$ cat src/inc/sfw_pkg.sv
// Shared constants and types of the synthesizer frequency-word control.
// Assumes a 250 MHz system clock and register access decoded by the serial port.
package sfw_pkg;

  // Clock and reference
  localparam int CLK_MHZ = 250;
  localparam int REF_MHZ = 10;
  localparam int CLK_PERIOD_NS = 1000 / CLK_MHZ;
  localparam int REF_TICK_CYCLES = CLK_MHZ / REF_MHZ;

  // Tuning phase times in ns and their cycle counts
  localparam int BIAS_SETTLE_NS = 20000;
  localparam int VCO_CAL_NS = 80000;
  localparam int LOOP_SETTLE_NS = 100000;
  localparam int TUNE_TOTAL_NS = 200000;
  localparam int BIAS_SETTLE_CYCLES = (BIAS_SETTLE_NS + CLK_PERIOD_NS - 1) / CLK_PERIOD_NS;
  localparam int VCO_CAL_CYCLES = (VCO_CAL_NS + CLK_PERIOD_NS - 1) / CLK_PERIOD_NS;
  localparam int LOOP_SETTLE_CYCLES = (LOOP_SETTLE_NS + CLK_PERIOD_NS - 1) / CLK_PERIOD_NS;
  localparam int TUNE_TOTAL_CYCLES = TUNE_TOTAL_NS / CLK_PERIOD_NS;

  // Register offsets
  localparam logic [6:0] ADDR_OFFSET_LOW = 7'h73;
  localparam logic [6:0] ADDR_OFFSET_HIGH = 7'h74;
  localparam logic [6:0] ADDR_BAND_SELECT = 7'h75;
  localparam logic [6:0] ADDR_CARRIER_HIGH = 7'h76;
  localparam logic [6:0] ADDR_CARRIER_LOW = 7'h77;
  localparam logic [6:0] ADDR_HOP_CHANNEL = 7'h79;
  localparam logic [6:0] ADDR_HOP_STEP = 7'h7A;

  // Reset values
  localparam logic [7:0] RST_OFFSET_LOW = 8'h00;
  localparam logic [7:0] RST_OFFSET_HIGH = 8'h00;
  localparam logic [7:0] RST_BAND_SELECT = 8'h35;
  localparam logic [7:0] RST_CARRIER_HIGH = 8'hBB;
  localparam logic [7:0] RST_CARRIER_LOW = 8'h80;
  localparam logic [7:0] RST_HOP_CHANNEL = 8'h00;
  localparam logic [7:0] RST_HOP_STEP = 8'h00;

  // Field positions
  localparam int BAND_SB_BIT = 6;
  localparam int BAND_HB_BIT = 5;
  localparam int BAND_INDEX_MSB = 4;
  localparam int OFFSET_HIGH_MSB = 1;

  // Arithmetic of the division ratio; one fractional unit is 10 MHz / 64000
  localparam logic [4:0] BAND_INDEX_MAX = 5'h17;
  localparam logic [6:0] INT_RATIO_BASE = 7'h18;
  localparam logic [16:0] FRAC_MODULUS = 17'h0_FA00;
  localparam logic [15:0] IF_SHIFT_UNITS = 16'h1770;
  localparam int HOP_UNIT_SHIFT = 6;
  localparam int DEV_UNIT_SHIFT = 2;

  typedef enum logic [1:0] {
    MODE_READY = 2'h0,
    MODE_TUNE = 2'h1,
    MODE_TX = 2'h2,
    MODE_RX = 2'h3
  } sfw_mode_t;

endpackage

$ cat src/inc/sfw_mod_if.sv
// Link between the frequency sequencer and its delta-sigma modulator.
// Assumes both ends run on clk_sys.
`timescale 1ns/1ns
interface sfw_mod_if;
  logic [6:0] intRatio;
  logic [15:0] fracWord;
  logic [7:0] divRatio;
  modport ctrl (output intRatio, output fracWord, input divRatio);
  modport dsm (input intRatio, input fracWord, output divRatio);
endinterface

$ cat src/verilog/sfw_delta_sigma.sv
// Third-order cascaded delta-sigma modulator with modulo-64000 accumulators.
// Assumes ratio words come from flip-flops; steps once per 10 MHz reference tick.
`timescale 1ns/1ns
module sfw_delta_sigma (
  input wire logic clk_sys,
  input wire logic nrst,
  sfw_mod_if.dsm mif
);
  import sfw_pkg::*;

  typedef struct packed {
    logic [4:0] tickCnt;
    logic [15:0] acc1;
    logic [15:0] acc2;
    logic [15:0] acc3;
    logic c2d;
    logic c3d;
    logic c3dd;
    logic [7:0] divRatio;
  } sfw_dsm_t;

  sfw_dsm_t st;
  sfw_dsm_t next_st;
  logic refTick;
  logic [16:0] sum1;
  logic [16:0] sum2;
  logic [16:0] sum3;
  logic c1;
  logic c2;
  logic c3;
  logic signed [8:0] noise;

  assign refTick = (st.tickCnt == 5'(REF_TICK_CYCLES - 1));
  // Wrap at 64000, not at a power of two
  assign sum1 = {1'b0, st.acc1} + {1'b0, mif.fracWord};
  assign c1 = (sum1 >= FRAC_MODULUS);
  assign sum2 = {1'b0, st.acc2} + (c1 ? sum1 - FRAC_MODULUS : sum1);
  assign c2 = (sum2 >= FRAC_MODULUS);
  assign sum3 = {1'b0, st.acc3} + (c2 ? sum2 - FRAC_MODULUS : sum2);
  assign c3 = (sum3 >= FRAC_MODULUS);
  assign noise = $signed({8'h00, c1}) + $signed({8'h00, c2}) - $signed({8'h00, st.c2d})
    + $signed({8'h00, c3}) - $signed({7'h00, st.c3d, 1'b0}) + $signed({8'h00, st.c3dd});

  always_comb begin
    next_st = st;
    next_st.tickCnt = refTick ? 5'h00 : st.tickCnt + 5'h01;
    if (refTick) begin
      next_st.acc1 = 16'(c1 ? sum1 - FRAC_MODULUS : sum1);
      next_st.acc2 = 16'(c2 ? sum2 - FRAC_MODULUS : sum2);
      next_st.acc3 = 16'(c3 ? sum3 - FRAC_MODULUS : sum3);
      next_st.c2d = c2;
      next_st.c3d = c3;
      next_st.c3dd = st.c3d;
      next_st.divRatio = 8'($signed({2'b00, mif.intRatio}) + noise);
    end
  end

  always_ff @(posedge clk_sys or negedge nrst) begin
    if (!nrst) begin
      st <= '0;
    end else begin
      st <= next_st;
    end
  end

  assign mif.divRatio = st.divRatio;
endmodule // sfw_delta_sigma

$ cat src/verilog/sfw_freq_control.sv
// Frequency-word registers, retune sequencer and ratio builder of the synthesizer.
// Assumes register strobes are decoded from the serial port, synchronous to clk_sys.
`timescale 1ns/1ns

// Overview of operation
// - Fractional ratio is shaped by a third-order modulo-64000 modulator at 10 MHz.
// - Integer ratio equals the band index plus 24, moved by any carry or borrow of the fraction.
// - Stored band index and carrier word feed the ratio, carrier counting 1/64000.
// - Half-rate band bit selects the output divide-by-two, high band when set.
// - Band index writes above 23 are stored as 23.
// - Fraction combines carrier word, offset word and deviation word.
// - FSK shifts the fraction per transmitted data bit inside the loop.
// - Receive lowers the synthesizer by 937.5 kHz without register change.
// - Same channel serves transmit and receive with no host reprogramming.
// - Hop step counts in 10 kHz units, at most 2.55 MHz.
// - Carrier equals nominal plus channel index times step times 10 kHz.
// - Every frequency change and power-up starts a VCO calibration.
// - Loop settles 100 us; bias, calibration and settling end within 200 us.
// - Writing only the wanted mode walks through every needed step.
// - Hop writes in transmit or receive retune then resume; busy packets finish first.
// - Offset word is signed, 156.25 Hz times one plus the half-rate bit.
// - Deviation is the nine-bit word times 625 Hz in either band.
module sfw_freq_control #(
  parameter int BIAS_CYCLES = sfw_pkg::BIAS_SETTLE_CYCLES,
  parameter int CAL_CYCLES = sfw_pkg::VCO_CAL_CYCLES,
  parameter int SETTLE_CYCLES = sfw_pkg::LOOP_SETTLE_CYCLES,
  parameter int TOTAL_CYCLES = sfw_pkg::TUNE_TOTAL_CYCLES
) (
  input wire logic clk_sys,
  input wire logic nrst,
  input wire logic regWrEn,
  input wire logic regRdEn,
  input wire logic [6:0] regAddr,
  input wire logic [7:0] regWrData,
  output logic [7:0] regRdData,
  input wire sfw_pkg::sfw_mode_t modeReq,
  input wire logic txPacketBusy,
  input wire logic modEnable,
  input wire logic txData,
  input wire logic [8:0] deviationWord,
  output logic pllEnable,
  output logic vcoCalActive,
  output logic synthReady,
  output logic txEnable,
  output logic rxEnable,
  output logic highBand,
  output logic [6:0] intRatio,
  output logic [15:0] fracWord,
  output logic [7:0] divRatio
);
  import sfw_pkg::*;

  typedef enum logic [7:0] {
    S_IDLE = 8'h01,
    S_CALC = 8'h02,
    S_BIAS = 8'h04,
    S_CAL = 8'h08,
    S_SETTLE = 8'h10,
    S_TUNE = 8'h20,
    S_TX = 8'h40,
    S_RX = 8'h80
  } sfw_seq_t;

  typedef struct packed {
    sfw_seq_t seq;
    logic [9:0] offsetWord;
    logic [7:0] offsetLowStage;
    logic [7:0] bandReg;
    logic [15:0] carrierWord;
    logic [7:0] carrierHighStage;
    logic [7:0] hopChannel;
    logic [7:0] hopStep;
    logic retunePending;
    logic rxTuned;
    logic [19:0] timer;
    logic [2:0] divStep;
    logic [23:0] rem;
    logic [6:0] quot;
    logic [6:0] intBase;
    logic [15:0] fracBase;
    logic [6:0] outInt;
    logic [15:0] outFrac;
    logic [7:0] rdData;
  } sfw_ctrl_t;

  sfw_ctrl_t st;
  sfw_ctrl_t next_st;
  sfw_mod_if mif ();

  logic hb;
  logic [4:0] bandIndex;
  logic rxTarget;
  logic [15:0] hopProd;
  logic [23:0] hopUnits;
  logic [23:0] ifUnits;
  logic [23:0] offsetUnits;
  logic [23:0] totalBiased;
  logic [23:0] divisor;
  logic [17:0] devMag;
  logic signed [17:0] devApplied;
  logic signed [17:0] devFrac;
  logic freqWrite;
  logic wantRetune;
  logic needCalc;

  assign hb = st.bandReg[BAND_HB_BIT];
  assign bandIndex = st.bandReg[BAND_INDEX_MSB:0];
  assign rxTarget = (modeReq == MODE_RX);

  // Channel times step, in fractional units of the current band
  assign hopProd = st.hopChannel * st.hopStep;
  assign hopUnits = 24'(hopProd) << (hb ? HOP_UNIT_SHIFT - 1 : HOP_UNIT_SHIFT);
  // IF shift is fixed in Hz, so it halves in units when the band doubles
  assign ifUnits = rxTarget ? 24'(IF_SHIFT_UNITS >> hb) : 24'h00_0000;
  assign offsetUnits = {{14{st.offsetWord[9]}}, st.offsetWord};
  // One modulus of bias keeps the sum positive when offset and IF pull below N=24
  assign totalBiased = 24'(bandIndex) * 24'(FRAC_MODULUS) + 24'(st.carrierWord)
    + offsetUnits + hopUnits - ifUnits + 24'(FRAC_MODULUS);
  assign divisor = 24'(FRAC_MODULUS) << st.divStep;

  // Deviation is 625 Hz per step in both bands, so its unit count halves in high band
  assign devMag = 18'(deviationWord) << (hb ? DEV_UNIT_SHIFT - 1 : DEV_UNIT_SHIFT);
  assign devApplied = (st.seq == S_TX && modEnable)
    ? (txData ? $signed(devMag) : -$signed(devMag)) : 18'sh0_0000;
  assign devFrac = $signed({2'b00, st.fracBase}) + devApplied;

  assign freqWrite = regWrEn && (regAddr == ADDR_OFFSET_HIGH || regAddr == ADDR_BAND_SELECT
    || regAddr == ADDR_CARRIER_LOW || regAddr == ADDR_HOP_CHANNEL
    || regAddr == ADDR_HOP_STEP);
  // A busy transmit packet keeps its frequency until it ends
  assign wantRetune = st.retunePending && !(st.seq == S_TX && txPacketBusy);
  // Receive needs the IF-shifted word, transmit and tune the plain one
  assign needCalc = wantRetune || (rxTarget != st.rxTuned && !(st.seq == S_TX && txPacketBusy));

  always_comb begin
    next_st = st;
    // Register writes
    if (regWrEn) begin
      unique case (regAddr)
        ADDR_OFFSET_LOW: next_st.offsetLowStage = regWrData;
        ADDR_OFFSET_HIGH: next_st.offsetWord = {regWrData[OFFSET_HIGH_MSB:0], st.offsetLowStage};
        ADDR_BAND_SELECT: begin
          next_st.bandReg = {1'b0, regWrData[BAND_SB_BIT:BAND_HB_BIT],
            (regWrData[BAND_INDEX_MSB:0] > BAND_INDEX_MAX) ? BAND_INDEX_MAX
            : regWrData[BAND_INDEX_MSB:0]};
        end
        ADDR_CARRIER_HIGH: next_st.carrierHighStage = regWrData;
        ADDR_CARRIER_LOW: next_st.carrierWord = {st.carrierHighStage, regWrData};
        ADDR_HOP_CHANNEL: next_st.hopChannel = regWrData;
        ADDR_HOP_STEP: next_st.hopStep = regWrData;
        default: begin
        end
      endcase
    end
    // Register reads; staged low offset byte and high carrier byte read back as written
    if (regRdEn) begin
      unique case (regAddr)
        ADDR_OFFSET_LOW: next_st.rdData = st.offsetLowStage;
        ADDR_OFFSET_HIGH: next_st.rdData = {6'h00, st.offsetWord[9:8]};
        ADDR_BAND_SELECT: next_st.rdData = st.bandReg;
        ADDR_CARRIER_HIGH: next_st.rdData = st.carrierHighStage;
        ADDR_CARRIER_LOW: next_st.rdData = st.carrierWord[7:0];
        ADDR_HOP_CHANNEL: next_st.rdData = st.hopChannel;
        ADDR_HOP_STEP: next_st.rdData = st.hopStep;
        default: next_st.rdData = 8'h00;
      endcase
    end

    // Sequencer
    if (st.timer != 20'h0_0000) begin
      next_st.timer = st.timer - 20'h0_0001;
    end
    unique case (st.seq)
      S_IDLE: begin
        if (st.retunePending || modeReq != MODE_READY) begin
          next_st.seq = S_CALC;
        end
      end
      S_CALC: begin
        if (st.rem >= divisor) begin
          next_st.rem = st.rem - divisor;
          next_st.quot[st.divStep] = 1'b1;
        end
        if (st.divStep == 3'h0) begin
          next_st.seq = S_BIAS;
          next_st.timer = 20'(BIAS_CYCLES - 1);
        end else begin
          next_st.divStep = st.divStep - 3'h1;
        end
      end
      S_BIAS: begin
        if (st.timer == 20'h0_0000) begin
          next_st.seq = S_CAL;
          next_st.timer = 20'(CAL_CYCLES - 1);
        end
      end
      S_CAL: begin
        if (st.timer == 20'h0_0000) begin
          next_st.seq = S_SETTLE;
          next_st.timer = 20'(SETTLE_CYCLES - 1);
        end
      end
      S_SETTLE, S_TUNE, S_TX, S_RX: begin
        if (st.seq == S_SETTLE && st.timer != 20'h0_0000) begin
          next_st.seq = S_SETTLE;
        end else if (needCalc && modeReq != MODE_READY) begin
          next_st.seq = S_CALC;
        end else if (st.seq == S_TX && txPacketBusy) begin
          next_st.seq = S_TX;
        end else begin
          unique case (modeReq)
            MODE_READY: next_st.seq = st.retunePending ? S_CALC : S_IDLE;
            MODE_TUNE: next_st.seq = S_TUNE;
            MODE_TX: next_st.seq = S_TX;
            MODE_RX: next_st.seq = S_RX;
          endcase
        end
      end
    endcase
    // Entry into a new calculation snapshots the target word
    if (next_st.seq == S_CALC && st.seq != S_CALC) begin
      next_st.rem = totalBiased;
      next_st.quot = 7'h00;
      next_st.divStep = 3'h6;
      next_st.rxTuned = rxTarget;
      next_st.retunePending = 1'b0;
    end
    if (st.seq == S_CALC && st.divStep == 3'h0) begin
      // Bias of one modulus is taken back by basing on 23, not 24
      next_st.intBase = INT_RATIO_BASE - 7'h01 + next_st.quot;
      next_st.fracBase = 16'(next_st.rem);
    end
    // A write in the same cycle as a capture still leaves a pending retune
    if (freqWrite) begin
      next_st.retunePending = 1'b1;
    end

    // Output ratio with the live deviation folded in; one wrap is enough
    if (devFrac < 18'sh0_0000) begin
      next_st.outFrac = 16'(devFrac + $signed({1'b0, FRAC_MODULUS}));
      next_st.outInt = st.intBase - 7'h01;
    end else if (devFrac >= $signed({1'b0, FRAC_MODULUS})) begin
      next_st.outFrac = 16'(devFrac - $signed({1'b0, FRAC_MODULUS}));
      next_st.outInt = st.intBase + 7'h01;
    end else begin
      next_st.outFrac = 16'(devFrac);
      next_st.outInt = st.intBase;
    end
  end

  always_ff @(posedge clk_sys or negedge nrst) begin
    if (!nrst) begin
      st.seq <= S_IDLE;
      st.offsetWord <= {RST_OFFSET_HIGH[OFFSET_HIGH_MSB:0], RST_OFFSET_LOW};
      st.offsetLowStage <= RST_OFFSET_LOW;
      st.bandReg <= RST_BAND_SELECT;
      st.carrierWord <= {RST_CARRIER_HIGH, RST_CARRIER_LOW};
      st.carrierHighStage <= RST_CARRIER_HIGH;
      st.hopChannel <= RST_HOP_CHANNEL;
      st.hopStep <= RST_HOP_STEP;
      st.retunePending <= 1'b1;
      st.rxTuned <= 1'b0;
      st.timer <= 20'h0_0000;
      st.divStep <= 3'h0;
      st.rem <= 24'h00_0000;
      st.quot <= 7'h00;
      st.intBase <= INT_RATIO_BASE;
      st.fracBase <= 16'h0000;
      st.outInt <= INT_RATIO_BASE;
      st.outFrac <= 16'h0000;
      st.rdData <= 8'h00;
    end else begin
      st <= next_st;
    end
  end

  assign mif.intRatio = st.outInt;
  assign mif.fracWord = st.outFrac;

  sfw_delta_sigma u_dsm (
    .clk_sys(clk_sys),
    .nrst(nrst),
    .mif(mif)
  );

  assign regRdData = st.rdData;
  assign pllEnable = (st.seq != S_IDLE);
  assign vcoCalActive = (st.seq == S_CAL);
  assign synthReady = (st.seq == S_TUNE || st.seq == S_TX || st.seq == S_RX);
  assign txEnable = (st.seq == S_TX);
  assign rxEnable = (st.seq == S_RX);
  // Output divide-by-two stays in when clear
  assign highBand = hb;
  assign intRatio = st.outInt;
  assign fracWord = st.outFrac;
  assign divRatio = mif.divRatio;

  // Cycles spent from the end of calculation to lock
  logic [19:0] tuneCount;
  always_ff @(posedge clk_sys or negedge nrst) begin
    if (!nrst) begin
      tuneCount <= 20'h0_0000;
    end else if (st.seq == S_CALC) begin
      tuneCount <= 20'h0_0000;
    end else if (st.seq == S_BIAS || st.seq == S_CAL || st.seq == S_SETTLE) begin
      tuneCount <= tuneCount + 20'h0_0001;
    end
  end
endmodule // sfw_freq_control
$ cat config.mk
export PLATFORM = sky130hd
export DESIGN_NAME = sfw_freq_control
export DESIGN_NICKNAME = d
export VERILOG_FILES = /design/src/inc/sfw_pkg.sv /design/src/inc/sfw_mod_if.sv /design/src/verilog/sfw_delta_sigma.sv /design/src/verilog/sfw_freq_control.sv
export SDC_FILE = /design/constraint.sdc
export NUM_CORES = 1
export LEC_CHECK = 0
export ABC_CLOCK_PERIOD_IN_PS = 13100
export BUFFER_PORTS_ARGS = -buffer_cell sky130_fd_sc_hd__buf_2
export CAP_MARGIN = 20
export CORE_UTILIZATION = 40
export CTS_CLUSTER_SIZE = 24
export DETAILED_ROUTE_END_ITERATION = 10
export HOLD_SLACK_MARGIN = 0.1
export PLACE_DENSITY = 0.63
export SLEW_MARGIN = 40
export SYNTH_ARGS = -nofsm -noshare
export SYNTH_HDL_FRONTEND = slang
export SYNTH_SLANG_ARGS = --single-unit
export TNS_END_PERCENT = 10
$ cat constraint.sdc
create_clock -name clk_sys -period 13.1 [get_ports clk_sys]
set_input_delay 0.655 -clock clk_sys [delete_from_list [all_inputs] [get_ports clk_sys]]
set_output_delay 0.655 -clock clk_sys [all_outputs]
set_load 0.1 [all_outputs]
==> impl_metrics.json, run 1 <==
{
  "post-route-drc-count": 0,
  "yosysWarningCount": 0,
  "crit_path_start_kind": "register",
  "synth_fa_ha_area_frac": 0.210,
  "dp_slack_ns": 2.52,
  "vias": 17200,
  "whs_ns": 0.0846,
  "nFillCells": 5212,
  "grt_max_degree": 88,
  "maxCapViolations": 0,
  "period_share": 0.819,
  "syn_area_per_cell_sq_um": 8.96,
  "synthXorXnorAreaFrac": 0.0640,
  "drive_above_1_share": 0.117,
  "reg2reg_slack_ns": 2.38,
  "setup_viol": 0,
  "area_delta_synth_final_pct": 8.71,
  "syn_inst": 2430,
  "cp_max_fo": 11,
  "coreArea_sq_mm": 0.0538,
  "crit_buf_inv": 2,
  "setup_slack_ns": 2.38,
  "rr_worst_depth": 44,
  "r2r_end": "u_dsm.mif.divRatio[7]",
  "final_max_slew_viol_count": 0,
  "ys.flop_type": "dfrtp_1",
  "ioPinCount": 78,
  "utilization": 0.440,
  "htreeDepth": 1,
  "grt_overflow": 0,
  "synth-async-reset-ratio": 1.00,
  "synth-edff-count": 0,
  "ant_nets": 0,
  "synth.distinct_cells": 85,
  "tightest_slew_ns": 0.818,
  "finalSetupTns_ns": 0,
  "dr.pass1.iters": 9,
  "synthesis.area_sq_mm": 0.0218,
  "crit_type": "register to register",
  "rows": 85,
  "hp-class": "input pin to async pin",
  "slowest_stage": "a211oi_1",
  "final_cell_mix": "nand2_1 (297), ha_1 (229), dfrtp_1 (224)",
  "track_usage": 0.191,
  "synth_top_family_by_area": "adder cells",
  "synthMuxAreaShare": 0.0591,
  "clk_latency_ns": 0.58,
  "ctsHoldBuffers": 0,
  "seq_area_frac_synth": 0.285,
  "dp_hpwl_microns": 41000,
  "first_iter_violations": 947,
  "finalNetCount": 2783,
  "skew_ns": 0.00861,
  "root_buffer": "clkbuf_16",
  "cts-resized-gates": 0,
  "hold_viol": 0,
  "crit_path_end_kind": "register",
  "grt_pass1_vias": 17000,
  "totalWireLength_microns": 52700,
  "final_common_cell": "nand2_1",
  "path_delay_family": "compound AO/OA/AOI/OAI gates",
  "max_stage_delay_ns": 0.58,
  "relSlewSlack": 0.441,
  "cts_buffer_depth": 3,
  "viasPerCell": 5.43,
  "cts_setup_buffers": 0,
  "portBuffers": 77,
  "ys_ff_latch": 247,
  "r2r_start": "u_dsm.st[50]",
  "max_freq_mhz": 93.3,
  "crit_top_cell": "ha_1",
  "critPathArrivalTime_ns": 11.15,
  "wl_per_cell_microns": 16.7,
  "path_clk_slew_ns": 0.06,
  "grt_pass1_wl_microns": 87500,
  "status": "completed",
  "synth_compound_area_frac": 0.151,
  "period_needed_ns": 10.72,
  "die_height_microns": 235,
  "rsz0062_at_grt": "false",
  "cts_made_buffers": 31,
  "place_congestion": 0.950,
  "cp.required_ns": 13.53,
  "cts_sinks": 247,
  "dieArea_sq_mm": 0.0554,
  "cts_tree": "done",
  "yosys.area_share.simple": 0.165,
  "start_util": 0.405,
  "die_w_microns": 235,
  "grt_antenna_before_repair": 7
}
sequential cells by signal (all words and copies together) (netlist names):
signal              count
highBand                1
fracWord               16
st                    136
intRatio                7
regRdData               8
bandIndex               5
u_dsm.mif.divRatio      8
u_dsm.st               56
offsetUnits            10
metal layers:
metal	GRT usage	part of all wire	vias to the layer above	wire [microns]
met5	0	0.00078	-	41
met4	0.0458	0.020	6	1070
met3	0.0245	0.038	76	1990
met2	0.339	0.50	269	26200
met1	0.244	0.44	8371	23400
li1	-	-	8436	-
worst max path at each step:
stage	from	endpoint	slack, ns	cells after the start
floorplan	fracWord[7]	u_dsm.mif.divRatio[7]	3.51	48
global placement	fracWord[7]	u_dsm.mif.divRatio[7]	2.97	44
detailed placement	fracWord[7]	u_dsm.mif.divRatio[7]	2.52	44
CTS	fracWord[7]	u_dsm.mif.divRatio[7]	2.48	44
global route	fracWord[7]	u_dsm.mif.divRatio[7]	1.46	44
finish	u_dsm.st[50]	u_dsm.mif.divRatio[7]	2.38	44
final cells by class:
cell class	count	area (sq um)	area share
clock buffer	39	856	0.0362
clock inverter	18	186	0.00788
tap	696	871	0.0368
sequential	247	6210	0.263
timing repair buffer	89	513	0.0217
inverter	220	826	0.0349
antenna	4	10.0	0.000423
multi-input combinational	1847	14200	0.600
cells by family after synthesis:
kind of cell | after synthesis
AO/OA/AOI/OAI | 503
buffers and inverters | 338
flip-flops | 247
AND/OR/NAND/NOR | 751
multiplexers | 116
other | 2
XOR/XNOR | 159
adder cells (fa/ha/maj) | 314
cells in the mapped netlist, types with 41 or more instances:
| cell type | number | area share |
|---|---|---|
| a21oi_1 | 115 | 0.026 |
| fa_1 | 85 | 0.078 |
| o21ai_0 | 110 | 0.025 |
| nand2_1 | 298 | 0.051 |
| nor3_1 | 66 | 0.015 |
| inv_1 | 219 | 0.038 |
| mux2_2 | 89 | 0.046 |
| clkbuf_1 | 66 | 0.011 |
| nor2_1 | 139 | 0.024 |
| ha_1 | 229 | 0.13 |
| xor2_1 | 53 | 0.021 |
| a21o_1 | 41 | 0.014 |
| and2_1 | 42 | 0.012 |
| xnor2_1 | 106 | 0.043 |
| dfrtp_1 | 224 | 0.26 |
stage by stage:
stage	instances	area, sq um
finish	3160	23700
detailed placement	3098	22600
global placement	3098	22500
CTS	3155	23600
global route	3156	23700
floorplan	2432	21800
Power of run 1 is not shown: default switching activity piles up to over one toggle a cycle in this logic, so the estimate is an artifact.
==> run 2: changes to the inputs <==
Settings changed: ABC_CLOCK_PERIOD_IN_PS 13100 to 11000.
Clock period 13.1 ns to 11 ns, I/O delays scaled along.
==> run 2 against run 1 <==
Largest cell class unchanged; flip-flop and latch count unchanged; final cell count about the same; non-clock buffer count up 1; critical path type unchanged; routed wire length down 0.15%.
==> impl_metrics.json, run 2 (synthesized netlist as in run 1, its figures left out) <==
{
  "grt.busiest_layer": "met2",
  "stdcell_count": 3158,
  "whs_ns": 0.307,
  "skew_ns": 0.0125,
  "period_share": 0.919,
  "grt_pass1_vias": 17200,
  "grt_pass1_wl_microns": 87700,
  "ant_nets": 0,
  "place_inst": 3098,
  "wl_per_cell_microns": 16.7,
  "slowest_stage": "fa_1",
  "cts_setup_buffers": 0,
  "reg2reg_slack_ns": 0.89,
  "first_iter_violations": 919,
  "tightest_slew_ns": 0.841,
  "coreArea_sq_mm": 0.0538,
  "fin_area_sq_mm": 0.0237,
  "status": "completed",
  "grt_use_met3": 0.0236,
  "hp-class": "input pin to register",
  "maxCapViolations": 0,
  "grt_overflow": 0,
  "cts_buffer_depth": 3,
  "setup_viol": 0,
  "clk_latency_ns": 0.57,
  "area_delta_synth_final_pct": 9.02,
  "hold_viol": 0,
  "max_stage_delay_ns": 0.49,
  "rsz0062_at_grt": "false",
  "start_util": 0.405,
  "grt_max_degree": 88,
  "grt_antenna_before_repair": 5,
  "dp_hpwl_microns": 40900,
  "dpl_cell_area_sq_mm": 0.0226,
  "grt_util_met2": 0.341,
  "crit_top_cell": "ha_1",
  "nFillCells": 5249,
  "largest_register": "st",
  "die_w_microns": 235,
  "critPathArrivalTime_ns": 10.59,
  "dr.pass1.iters": 7,
  "portBuffers": 77,
  "place_congestion": 0.950,
  "totalWireLength_microns": 52600,
  "root_buffer": "clkbuf_16",
  "cp_max_fo": 11,
  "drive_above_1_share": 0.120,
  "track_usage": 0.191,
  "final_cell_mix": "nand2_1 (297), ha_1 (229), dfrtp_1 (224)",
  "max_freq_mhz": 98.9,
  "final_max_slew_viol_count": 0,
  "cts_tree": "done",
  "dieArea_sq_mm": 0.0554,
  "die_height_microns": 235,
  "cts_made_buffers": 30,
  "vias": 17100,
  "path_clk_slew_ns": 0.06,
  "rows": 85,
  "viasPerCell": 5.40,
  "post-route-drc-count": 0,
  "relSlewSlack": 0.434,
  "finalSetupTns_ns": 0,
  "crit_path_start_kind": "register",
  "ioPinCount": 78,
  "cts_sinks": 247,
  "crit_path_end_kind": "register",
  "finalNetCount": 2783,
  "grt_util_met1": 0.243,
  "cp.required_ns": 11.48,
  "final_common_cell": "nand2_1",
  "period_needed_ns": 10.11,
  "htreeDepth": 1,
  "largest_reg_flops": 136,
  "crit_type": "register to register"
}
==> run 2: final timing paths <==
path	startpoint	endpoint	depth (start not counted)
min reg2reg	u_dsm.mif.divRatio[6]	u_dsm.mif.divRatio[6]	2
min	regWrEn	st[109]	3
min in group asynchronous	nrst	u_dsm.st[26]	2
max reg2reg	fracWord[7]	u_dsm.mif.divRatio[7]	44
max	fracWord[7]	u_dsm.mif.divRatio[7]	44
max in group asynchronous	nrst	st[116]	5
==> run 2: cell type report <==
cell class	count	area [sq um]	share of cell area
Multi-Input combinational cell	1847	14200	0.600
Sequential cell	247	6210	0.262
Tap cell	696	871	0.0367
Clock buffer	38	852	0.0359
Inverter	220	826	0.0348
Timing Repair Buffer	90	523	0.0220
Clock inverter	16	209	0.00880
Antenna cell	4	10.0	0.000422
==> run 2: critical path: cells and delay by family, from the launching register on <==
kind	cells	cell delay (ns)
AND/OR/NAND/NOR	16	2.99
AO/OA/AOI/OAI	13	2.50
adder cells (fa/ha/maj)	7	2.44
multiplexers	3	0.78
XOR/XNOR	3	0.75
flip-flops	1	0.39
buffers and inverters	2	0.14
==> run 2: layer usage <==
| layer | wire (microns) | up-vias |
|---|---|---|
| li1 | - | 8414 |
| met1 | 23300 | 8291 |
| met2 | 26200 | 277 |
| met3 | 2080 | 74 |
| met4 | 1060 | 2 |
| met5 | 11 | - |
==> run 2: per-stage QoR <==
step / util / setup slack, ns
3_3_place_gp: 0.419 / 0.864
2_1_floorplan: - / 1.41
3_5_place_dp: 0.419 / 0.431
6_report: 0.441 / 0.892
5_1_grt: 0.441 / 0.0661
4_1_cts: 0.439 / 0.382
==> run 2: what timing repair did <==
| item | CTS | global route |
|---|---|---|
| hold buffers | 1 | 0 |
| resized for setup | 0 | 9 |
| setup endpoints to repair | 0 | 5 |
| endpoints found under the hold margin | 84 | 0 |
Power of run 2 is left out for the same reason.
